==> config.mk <==
export PLATFORM = sky130hd
export DESIGN_NAME = timer3_control_capture
export DESIGN_NICKNAME = d
export VERILOG_FILES = /design/src/rtl/timer3_pkg.sv /design/src/rtl/timer3_control_capture.sv
export SDC_FILE = /design/constraint.sdc
export NUM_CORES = 1
export LEC_CHECK = 0
export CAP_MARGIN = 20
export CORE_ASPECT_RATIO = 2
export CORE_UTILIZATION = 40
export DETAILED_ROUTE_END_ITERATION = 6
export DONT_BUFFER_PORTS = 1
export PLACE_DENSITY = 0.62
export SETUP_SLACK_MARGIN = 0.05
export SLEW_MARGIN = 5
export SYNTH_ARGS = -nofsm -noshare
export SYNTH_HDL_FRONTEND = slang
export SYNTH_SLANG_ARGS = --single-unit
==> constraint.sdc <==
create_clock -name core_clk -period 2.2 [get_ports core_clk]
set_input_delay 0.22 -clock core_clk [delete_from_list [all_inputs] [get_ports core_clk]]
set_output_delay 0.22 -clock core_clk [all_outputs]
set_load 0.05 [all_outputs]
==> src/rtl/timer3_pkg.sv <==
// Package for the timer 3 control and capture block: register offsets,
// reset values, divider counts, control field layout and the port carrier.
// Assumes a byte-wide special-register port on the system clock.
package timer3_pkg;

    // Register offsets on the special-register port
    localparam logic [7:0] CTRL_ADDR = 8'h91;
    localparam logic [7:0] RELOAD_LOW_ADDR = 8'h92;
    localparam logic [7:0] RELOAD_HIGH_ADDR = 8'h93;
    localparam logic [7:0] COUNT_LOW_ADDR = 8'h94;
    localparam logic [7:0] COUNT_HIGH_ADDR = 8'h95;

    // Reset values
    localparam logic [7:0] CTRL_RESET = 8'h00;
    localparam logic [15:0] COUNT_RESET = 16'h0000;
    localparam logic [15:0] RELOAD_RESET = 16'h0000;

    // Divider counts of the alternate timebase
    localparam int SYSCLK_DIV = 12;
    localparam int EXT_DIV = 8;

    // Counter limits
    localparam logic [7:0] BYTE_MAX = 8'hFF;
    localparam logic [15:0] WORD_MAX = 16'hFFFF;

    // Control register layout, bit 7 first
    typedef struct packed {
        logic high_overflow_flag;
        logic low_overflow_flag;
        logic low_byte_irq_enable;
        logic capture_enable;
        logic split_mode_select;
        logic run_control;
        logic capture_source_select;
        logic external_clock_select;
    } ctrl_t;

    // Read or write request on the special-register port; wr low is a read
    typedef struct packed {
        logic [7:0] addr;
        logic wr;
        logic [7:0] wdata;
    } sfr_req_t;

endpackage : timer3_pkg
==> src/rtl/timer3_control_capture.sv <==
// Timer 3: 16-bit or split 8-bit auto-reload timer with capture mode.
// Assumes the CPU port, SOF pulse, clock selects and interrupt enable come
// from core_clk logic; the external oscillator and LFO are asynchronous pins.
`timescale 1ns/1ps
module timer3_control_capture (
    // Clock and reset
    input wire logic core_clk,
    input wire logic rst,
    // Special-register port
    input wire timer3_pkg::sfr_req_t sfr_req,
    output logic [7:0] sfr_rdata,
    // Per-byte clock selects from the clock control register
    input wire logic high_byte_clock_select,
    input wire logic low_byte_clock_select,
    // Capture sources and external timebase
    input wire logic sof_event,
    input wire logic lfo_clk,
    input wire logic ext_osc_clk,
    // Interrupt controller
    input wire logic timer_irq_enable,
    output logic timer_irq_req
);

    timer3_pkg::ctrl_t ctrl_q, ctrl_d;
    logic [15:0] cnt_q, cnt_d;
    logic [15:0] rld_q, rld_d;
    logic [7:0] rdata_q, rdata_d;
    logic [3:0] div12_q, div12_d;
    logic [2:0] div8_q, div8_d;
    logic ext_s1_q, ext_s2_q, ext_s3_q;
    logic lfo_s1_q, lfo_s2_q, lfo_s3_q;

    logic wr_ctrl, wr_rl, wr_rh, wr_cl, wr_ch;
    logic ext_edge, lfo_edge, div12_tick, ext_tick, alt_tick;
    logic tick_l, tick_h, cap_event, low_wrap, high_wrap;
    logic run_l, run_h;

    assign wr_ctrl = sfr_req.wr && sfr_req.addr == timer3_pkg::CTRL_ADDR;
    assign wr_rl = sfr_req.wr && sfr_req.addr == timer3_pkg::RELOAD_LOW_ADDR;
    assign wr_rh = sfr_req.wr && sfr_req.addr == timer3_pkg::RELOAD_HIGH_ADDR;
    assign wr_cl = sfr_req.wr && sfr_req.addr == timer3_pkg::COUNT_LOW_ADDR;
    assign wr_ch = sfr_req.wr && sfr_req.addr == timer3_pkg::COUNT_HIGH_ADDR;

    // Pin synchronisers; third stage only feeds edge detection
    always_ff @(posedge core_clk or posedge rst) begin
        if (rst) begin
            ext_s1_q <= 1'b0;
            ext_s2_q <= 1'b0;
            ext_s3_q <= 1'b0;
            lfo_s1_q <= 1'b0;
            lfo_s2_q <= 1'b0;
            lfo_s3_q <= 1'b0;
        end else begin
            ext_s1_q <= ext_osc_clk;
            ext_s2_q <= ext_s1_q;
            ext_s3_q <= ext_s2_q;
            lfo_s1_q <= lfo_clk;
            lfo_s2_q <= lfo_s1_q;
            lfo_s3_q <= lfo_s2_q;
        end
    end

    assign ext_edge = ext_s2_q && !ext_s3_q;
    assign lfo_edge = lfo_s2_q && !lfo_s3_q;

    // Alternate timebase dividers
    always_comb begin
        div12_d = div12_q;
        div8_d = div8_q;
        if (div12_q == 4'(timer3_pkg::SYSCLK_DIV - 1)) begin
            div12_d = 4'h0;
        end else begin
            div12_d = div12_q + 4'h1;
        end
        if (ext_edge) begin
            div8_d = div8_q + 3'h1;
        end
    end

    always_ff @(posedge core_clk or posedge rst) begin
        if (rst) begin
            div12_q <= 4'h0;
            div8_q <= 3'h0;
        end else begin
            div12_q <= div12_d;
            div8_q <= div8_d;
        end
    end

    assign div12_tick = div12_q == 4'(timer3_pkg::SYSCLK_DIV - 1);
    assign ext_tick = ext_edge && div8_q == 3'(timer3_pkg::EXT_DIV - 1);
    assign alt_tick = ctrl_q.external_clock_select ? ext_tick : div12_tick;
    // Each byte picks system clock or the shared alternate timebase
    assign tick_l = low_byte_clock_select || alt_tick;
    assign tick_h = high_byte_clock_select || alt_tick;

    // Counting enables per byte
    always_comb begin
        if (ctrl_q.split_mode_select) begin
            run_l = tick_l;
            run_h = tick_h && ctrl_q.run_control;
        end else begin
            run_l = tick_l && ctrl_q.run_control;
            run_h = run_l && cnt_q[7:0] == timer3_pkg::BYTE_MAX;
        end
    end

    assign low_wrap = run_l && cnt_q[7:0] == timer3_pkg::BYTE_MAX;
    assign high_wrap = run_h && cnt_q[15:8] == timer3_pkg::BYTE_MAX;
    // Capture source counts only while capture is enabled
    assign cap_event = ctrl_q.capture_enable &&
        (ctrl_q.capture_source_select ? lfo_edge : sof_event);

    // Counter, reload and control next state
    always_comb begin
        cnt_d = cnt_q;
        rld_d = rld_q;
        ctrl_d = ctrl_q;
        if (run_l) begin
            cnt_d[7:0] = cnt_q[7:0] + 8'h01;
        end
        if (run_h) begin
            cnt_d[15:8] = cnt_q[15:8] + 8'h01;
        end
        // Auto-reload; capture mode lets the counter wrap freely
        if (!ctrl_q.capture_enable) begin
            if (ctrl_q.split_mode_select) begin
                if (low_wrap) begin
                    cnt_d[7:0] = rld_q[7:0];
                end
                if (high_wrap) begin
                    cnt_d[15:8] = rld_q[15:8];
                end
            end else if (high_wrap) begin
                cnt_d = rld_q;
            end
        end
        if (wr_cl) begin
            cnt_d[7:0] = sfr_req.wdata;
        end
        if (wr_ch) begin
            cnt_d[15:8] = sfr_req.wdata;
        end
        if (wr_rl) begin
            rld_d[7:0] = sfr_req.wdata;
        end
        if (wr_rh) begin
            rld_d[15:8] = sfr_req.wdata;
        end
        if (cap_event) begin
            rld_d = cnt_q;
        end
        if (wr_ctrl) begin
            ctrl_d = timer3_pkg::ctrl_t'(sfr_req.wdata);
        end
        // Hardware set wins over a software clear in the same cycle
        if (high_wrap || cap_event) begin
            ctrl_d.high_overflow_flag = 1'b1;
        end
        if (low_wrap) begin
            ctrl_d.low_overflow_flag = 1'b1;
        end
    end

    // Read data, registered one cycle after the address
    always_comb begin
        unique case (sfr_req.addr)
            timer3_pkg::CTRL_ADDR: rdata_d = ctrl_q;
            timer3_pkg::RELOAD_LOW_ADDR: rdata_d = rld_q[7:0];
            timer3_pkg::RELOAD_HIGH_ADDR: rdata_d = rld_q[15:8];
            timer3_pkg::COUNT_LOW_ADDR: rdata_d = cnt_q[7:0];
            timer3_pkg::COUNT_HIGH_ADDR: rdata_d = cnt_q[15:8];
            default: rdata_d = 8'h00;
        endcase
    end

    always_ff @(posedge core_clk or posedge rst) begin
        if (rst) begin
            ctrl_q <= timer3_pkg::ctrl_t'(timer3_pkg::CTRL_RESET);
            cnt_q <= timer3_pkg::COUNT_RESET;
            rld_q <= timer3_pkg::RELOAD_RESET;
            rdata_q <= 8'h00;
        end else begin
            ctrl_q <= ctrl_d;
            cnt_q <= cnt_d;
            rld_q <= rld_d;
            rdata_q <= rdata_d;
        end
    end

    assign sfr_rdata = rdata_q;
    assign timer_irq_req = timer_irq_enable && (ctrl_q.high_overflow_flag ||
        (ctrl_q.low_byte_irq_enable && ctrl_q.low_overflow_flag));
endmodule : timer3_control_capture

==> flow_summary_export.csv, run 1 <==
group,metric,value,unit
status,status,"complete, no violations",
yosys,yosysWarnings,0,
route,drc,0,
floorplanning,die_height,130,µm
clock_tree,clock_latency,330,ps
place,hpwl,6.51,mm
yosys,syn_avg_cell_area,10.4,µm²
clock_tree,htreeDepth,3,
route,vias,2704,
floorplanning,start_util,41.3,%
job,drv_cap,0,
timing,min_period,2180,ps
route,drt_iter0_markers,214,
final_layout,final_cell_mix,"61 x dfrtp_1, 33 x nor2_1, 32 x nand2_1, 30 x buf_4, 25 x a21oi_1",
final_layout,nNetsFinal,380,
floorplanning,die-area,8520,µm²
floorplanning,ioPinCount,34,
critical_path,critPathCaptureType,"register",
route,antenna_left,0,
power,power.density,873,nW/µm²
final_layout,postLayoutCellArea,3960,µm²
final_layout,final_common_cell,"dfrtp_1",
critical_path,crit_arrival,2440,ps
final_layout,areaGrowthSynthToFinish,21.7,%
timing,hold_violations,0,
yosys,synth_seq_cells,61,
floorplanning,fp.dieW,65.8,µm
power,max-vdd-ir-drop,0.000705,V
final_layout,diodes,0,
place,portBuffers,0,
timing,period_share,98.9,%
clock_tree,cts_sinks,61,
timing,finClkSkew,5.03,ps
clock_tree,clk_pin_slew_worst_paths,50,ps
yosys,netlist_area,3250,µm²
grt,overflow,0,
grt,grt_pass1_wl,14.0,mm
route,drtPass1Iterations,5,
critical_path,critPathKind,"register to register",
yosys,syn_inst,312,
timing,worstMarginPinSlew,678,ps
route,viasPerCell,6.01,
clock_tree,cts_made_buffers,9,
worst_hold_path,worstHoldPathType,"input port to register",
yosys,syn_nets,342,
clock_tree,cts_tree,"done",
yosys,ys_types,52,
place,gp_congestion,0.899,
final_layout,fillers,710,
place,placed_area,3520,µm²
route,route.detailed.wl_per_inst,20.0,µm
critical_path,startpoint_type,"register",
timing,rsz0062_at_grt,"true",
clock_tree,cts_max_path_buffers,2,
floorplanning,std_cell_rows,46,
final_layout,drive_gt1_share,24.9,%
grt,grt_max_degree,34,
yosys,synth_seq_area_share,46.9,%
clock_tree,cts_root_buffer,"clkbuf_16",
critical_path,cp.required,2460,ps
timing,drv_slew,0,
grt,antenna_found_initial,0,
power,leakagePower,1.82,nW
critical_path,path_max_fanout,5,
grt,grt_pass1_vias,2733,
critical_path,r2r_slack,20,ps
timing,timing.setup.tns,0,ps
timing,setup_viol,0,
timing,fmax,460,MHz
final_layout,utilization,50.2,%
route,routed_wirelength,8.99,mm
floorplanning,fp.coreArea,7890,µm²
grt,grt_util_all_layers,22.8,%
timing,slew_headroom,54.8,%
## path summary, 6_finish.rpt
check                                start  cells past startpoint    endpoint
worst max-delay path             div8_q[1]                      9   cnt_q[13]
worst max register to register   div8_q[1]                      9   cnt_q[13]
max in group asynchronous              rst                      3   rld_q[14]
worst min-delay path            sfr_req[1]                      2    cnt_q[1]
worst min register to register    lfo_s1_q                      0    lfo_s2_q
min in group asynchronous              rst                      2  div12_q[2]
## registers in the layout, indices dropped and copies added (netlist names)
signal,cells
cnt_q,16
rld_q,16
ctrl_q,8
sfr_rdata,8
div12_q,4
div8_q,3
ext_s1_q,1
ext_s2_q,1
ext_s3_q,1
lfo_s1_q,1
lfo_s2_q,1
lfo_s3_q,1
## report_power, final
| group | leakage [nW] | internal (mW) | total [mW] | switching (mW) |
|---|---|---|---|---|
| Sequential | 0.775 | 1.34 | 1.55 | 0.210 |
| Clock | 0.139 | 0.845 | 1.32 | 0.471 |
| Combinational | 0.903 | 0.299 | 0.593 | 0.294 |
## cell usage after synthesis, drive strengths merged
cell type | count | area (µm²)
o21ai | 15 | 93.8
a211oi | 1 | 7.51
buf | 4 | 27.5
o31ai | 2 | 28.8
or2 | 1 | 6.26
o211ai | 5 | 37.5
inv | 6 | 22.5
a21oi | 25 | 125
nand2 | 36 | 150
a31oi | 5 | 31.3
and4bb | 1 | 16.3
and4b | 1 | 10.0
or3 | 1 | 6.26
nor4b | 1 | 15.0
nor2b | 3 | 18.8
nand4 | 3 | 33.8
and3 | 2 | 12.5
and2 | 1 | 7.51
ha | 5 | 62.6
o311ai | 2 | 25.0
nor3 | 5 | 70.1
xnor2 | 3 | 26.3
mux2 | 9 | 101
nand3b | 2 | 18.8
clkbuf | 5 | 18.8
nand3 | 12 | 65.1
dfrtp | 61 | 1530
o22ai | 2 | 12.5
mux2i | 25 | 250
nor3b | 1 | 12.5
a22oi | 14 | 105
and4 | 3 | 28.8
a21o | 1 | 7.51
o21a | 1 | 7.51
xor2 | 8 | 70.1
a222oi | 4 | 40.0
nor4 | 1 | 21.3
nor2 | 35 | 134
## worst max-delay path: stages (launching register included)
cell and delay (ps):
dfrtp_1 380, ha_2 180, ha_2 170, and4b_2 270
o311ai_4 440, o31ai_4 190, buf_4 180, o211ai_1 70
o21ai_1 80, a21oi_1 140
## layout make-up
class	instances	area (µm²)	area share (%)
multi-input cells	237	1720	43.4
inverters	6	22.5	0.569
repair buffers	35	295	7.45
flip-flops and latches	61	1530	38.5
clock buffers	14	274	6.92
well taps	96	120	3.03
clock inverters	1	5.00	0.126
## repair_timing
item | 4_1_cts | 5_1_grt
pin swaps | 3 | 12
buffers inserted | 1 | 7
gates resized for setup | 1 | 13
cloned | 0 | 1
setup endpoints to repair | 9 | 14
hold buffers | 3 | 0
hold endpoints to repair | 32 | 0
## routing by layer
metal  vias up  GRT usage, %  share of wire, %
li1       1222             -                 -
met1      1333          23.2                35
met2       110          40.0                55
met3        39          5.11               4.5
met4         0          15.6               5.5
met5         -             0                 0
## metrics by stage
step,std cells,total power [mW],hold WS (ps),setup WS (ps)
4_1_cts,442,3.44,1.43,31.3
2_1_floorplan,312,1.87,251,223
5_1_grt,450,3.61,16.1,-63.7
6_report,450,3.46,6.85,24.2
3_5_place_dp,423,2.11,241,-44.1
3_3_place_gp,423,2.08,236,62.5
## kinds of logic (layout without fill, tap and decap cells)
logic type	after synthesis	count (layout)	share of synthesized area, %
XOR/XNOR	11	11	2.96
AND/OR/NAND/NOR	109	109	19.3
adder cells (fa/ha/maj)	5	5	1.92
flip-flops	61	61	46.9
AO/OA/AOI/OAI	77	78	16.0
multiplexers	34	34	10.8
buffers and inverters	15	56	2.11
No activity file was read; power rests on OpenSTA's default activity.
==> run 2: changes to the inputs <==
--- a/config.mk
+++ b/config.mk
@@ -10,7 +10,6 @@
 export CORE_UTILIZATION = 40
 export DETAILED_ROUTE_END_ITERATION = 6
 export DONT_BUFFER_PORTS = 1
-export PLACE_DENSITY = 0.62
 export SETUP_SLACK_MARGIN = 0.05
 export SLEW_MARGIN = 5
 export SYNTH_ARGS = -nofsm -noshare
==> run 2 against run 1 <==
  * Sequential cell count stayed put
  * Clock skew is 0.87 ps higher
  * Cell count is 0.67% higher
  * Core utilization is 1.1 points higher
  * Worst setup slack better by 37 ps
  * Design area is 2.1% higher
  * Global-route usage is 0.53 points higher
  * Non-clock buffer count is 2 higher
  * Critical path type unchanged
  * Largest cell class unchanged
==> flow_summary_export.csv, run 2 (synthesis gave the netlist of run 1 again) <==
group,metric,value,unit
grt,grt_pass1_vias,2773,
grt,overflow,0,
critical_path,slowest_stage,"o31ai_4",
final_layout,areaGrowthSynthToFinish,24.3,%
critical_path,worstReg2RegStart,"div8_q[1]",
worst_hold_path,worstHoldPathType,"input port to register",
clock_tree,cts_made_buffers,9,
critical_path,cp.required,2400,ps
route,drc,0,
timing,slew_headroom,65.9,%
grt,grt_util_all_layers,23.3,%
critical_path,critPathCaptureType,"register",
timing,rsz0062_at_grt,"true",
grt,grt_max_degree,34,
final_layout,diodes,0,
timing,setup_viol,0,
clock_tree,cts_max_path_buffers,2,
final_layout,drive_gt1_share,25.2,%
floorplanning,ioPinCount,34,
place,hpwl,6.52,mm
clock_tree,cts_sinks,61,
critical_path,crit_arrival,2340,ps
grt,antenna_found_initial,0,
route,route.detailed.wl_per_inst,20.1,µm
floorplanning,fp.coreArea,7890,µm²
worst_hold_path,hp-start,"sfr_req[3]",
route,antenna_left,0,
route,drt_iter0_markers,345,
power,max-vdd-ir-drop,0.000582,V
place,portBuffers,0,
floorplanning,die-area,8520,µm²
power,leakagePower,1.85,nW
floorplanning,die_height,130,µm
critical_path,critPathLaunch,"div8_q[1]",
job,drv_cap,0,
timing,timing.setup.tns,0,ps
critical_path,startpoint_type,"register",
final_layout,final_cells,453,
critical_path,path_depth,9,
timing,finClkSkew,5.90,ps
timing,holdWs,7.02,ps
route,drtPass1Iterations,5,
critical_path,crit_buf_inv,1,
timing,hold_violations,0,
clock_tree,cts_tree,"done",
critical_path,critPathKind,"register to register",
critical_path,path_max_fanout,7,
grt,grt_pass1_wl,14.3,mm
clock_tree,clock_latency,330,ps
timing,fmax,468,MHz
route,vias,2707,
final_layout,nNetsFinal,382,
route,viasPerCell,5.98,
final_layout,final_cell_mix,"61 x dfrtp_1, 34 x nor2_1, 33 x nand2_1, 29 x buf_4, 24 x a21oi_1",
final_layout,top_regs,"cnt_q: 16 flops, rld_q: 16 flops",
timing,timing.final.ws_setup,61.1,ps
clock_tree,clk_pin_slew_worst_paths,50,ps
timing,drv_slew,0,
floorplanning,start_util,41.3,%
place,gp_congestion,0.899,
critical_path,crit_chain,"ha_2 > ha_4 > and4b_2 > nor3_4 > buf_6 > o31ai_4 > nand2_2 > o211ai_1 > o311ai_1",
timing,period_share,97.2,%
timing,worstMarginPinSlew,512,ps
floorplanning,fp.dieW,65.8,µm
critical_path,ff2ff_path_depth,9,
floorplanning,std_cell_rows,46,
clock_tree,cts_root_buffer,"clkbuf_16",
place,post-place-cells,422,
critical_path,max_stage_delay,410,ps
route,routed_wirelength,9.13,mm
power,power.density,915,nW/µm²
place,pre_cts_ws,-40.0,ps
timing,min_period,2140,ps
status,status,"complete, no violations",
clock_tree,htreeDepth,3,
critical_path,cp_top_family,"compound AO/OA/AOI/OAI gates",
final_layout,final_common_cell,"dfrtp_1",
critical_path,rr_endpoint,"cnt_q[15]",
critical_path,cp-endpoint,"cnt_q[15]",
critical_path,r2r_slack,60,ps
## run 2: changes by cell type in the layout (fill, tap and decap cells not counted), moves of 2 or more
cell / previous run / this run
o21ai_1: 8 / 6
o21ai_0: 2 / 4
buf_6: 0 / 2
dlygate4sd3_1: 3 / 5
bufinv_16: 0 / 2
## run 2: repair_timing
action                                  CTS  global route
pin swaps                                 5            10
buffers inserted                          6             4
gates resized for setup                   3            13
hold buffers                              5             0
endpoints found under the hold margin    21             0
gates cloned                              1             0
endpoints found under the setup margin    9            12
## run 2: worst min path at each step
| stage | end | slack (ps) | depth (start not counted) |
|---|---|---|---|
| 2_1_floorplan | ext_s1_q | 250 | 0 |
| 3_3_place_gp | sfr_rdata[1] | 130 | 1 |
| 3_5_place_dp | sfr_rdata[1] | 140 | 1 |
| 4_1_cts | cnt_q[3] | 1 | 2 |
| 5_1_grt | cnt_q[3] | 8 | 2 |
| 6_report | cnt_q[3] | 7 | 2 |
## run 2: per-layer routing
metal	global-route usage (%)	vias up	part of all wire, %
li1	-	1227	-
met1	23.6	1323	35
met2	42.0	116	55
met3	4.84	41	4.9
met4	14.7	0	5.0
met5	0	-	0
## run 2: report_power, final
part,switching (mW),internal [mW]
Sequential,0.243,1.34
Clock,0.488,1.05
Combinational,0.281,0.304
Total,1.01,2.69
## run 2: cell type report
class                           instances  area [µm²]
Clock inverter                          4        70.1
Inverter                                6        22.5
Tap cell                               96         120
Timing Repair Buffer                   37         310
Fill cell                             707        3840
Clock buffer                           12         256
Sequential cell                        61        1530
Multi-Input combinational cell        237        1740
## run 2: worst register-to-register path, stage by stage (launching register included)
cell      delay [ps]
dfrtp_1          350
ha_2             200
ha_4             120
and4b_2          310
nor3_4            70
buf_6            130
o31ai_4          410
nand2_2          110
o211ai_1         180
o311ai_1         130
## run 2: per-stage QoR
stage | area, µm² | total power [mW] | utilization [%]
2_1_floorplan | 3250 | 1.87 | -
3_3_place_gp | 3500 | 2.08 | 44.4
3_5_place_dp | 3500 | 2.10 | 44.4
4_1_cts | 3950 | 3.66 | 50.1
5_1_grt | 4050 | 3.86 | 51.3
6_report | 4050 | 3.70 | 51.3
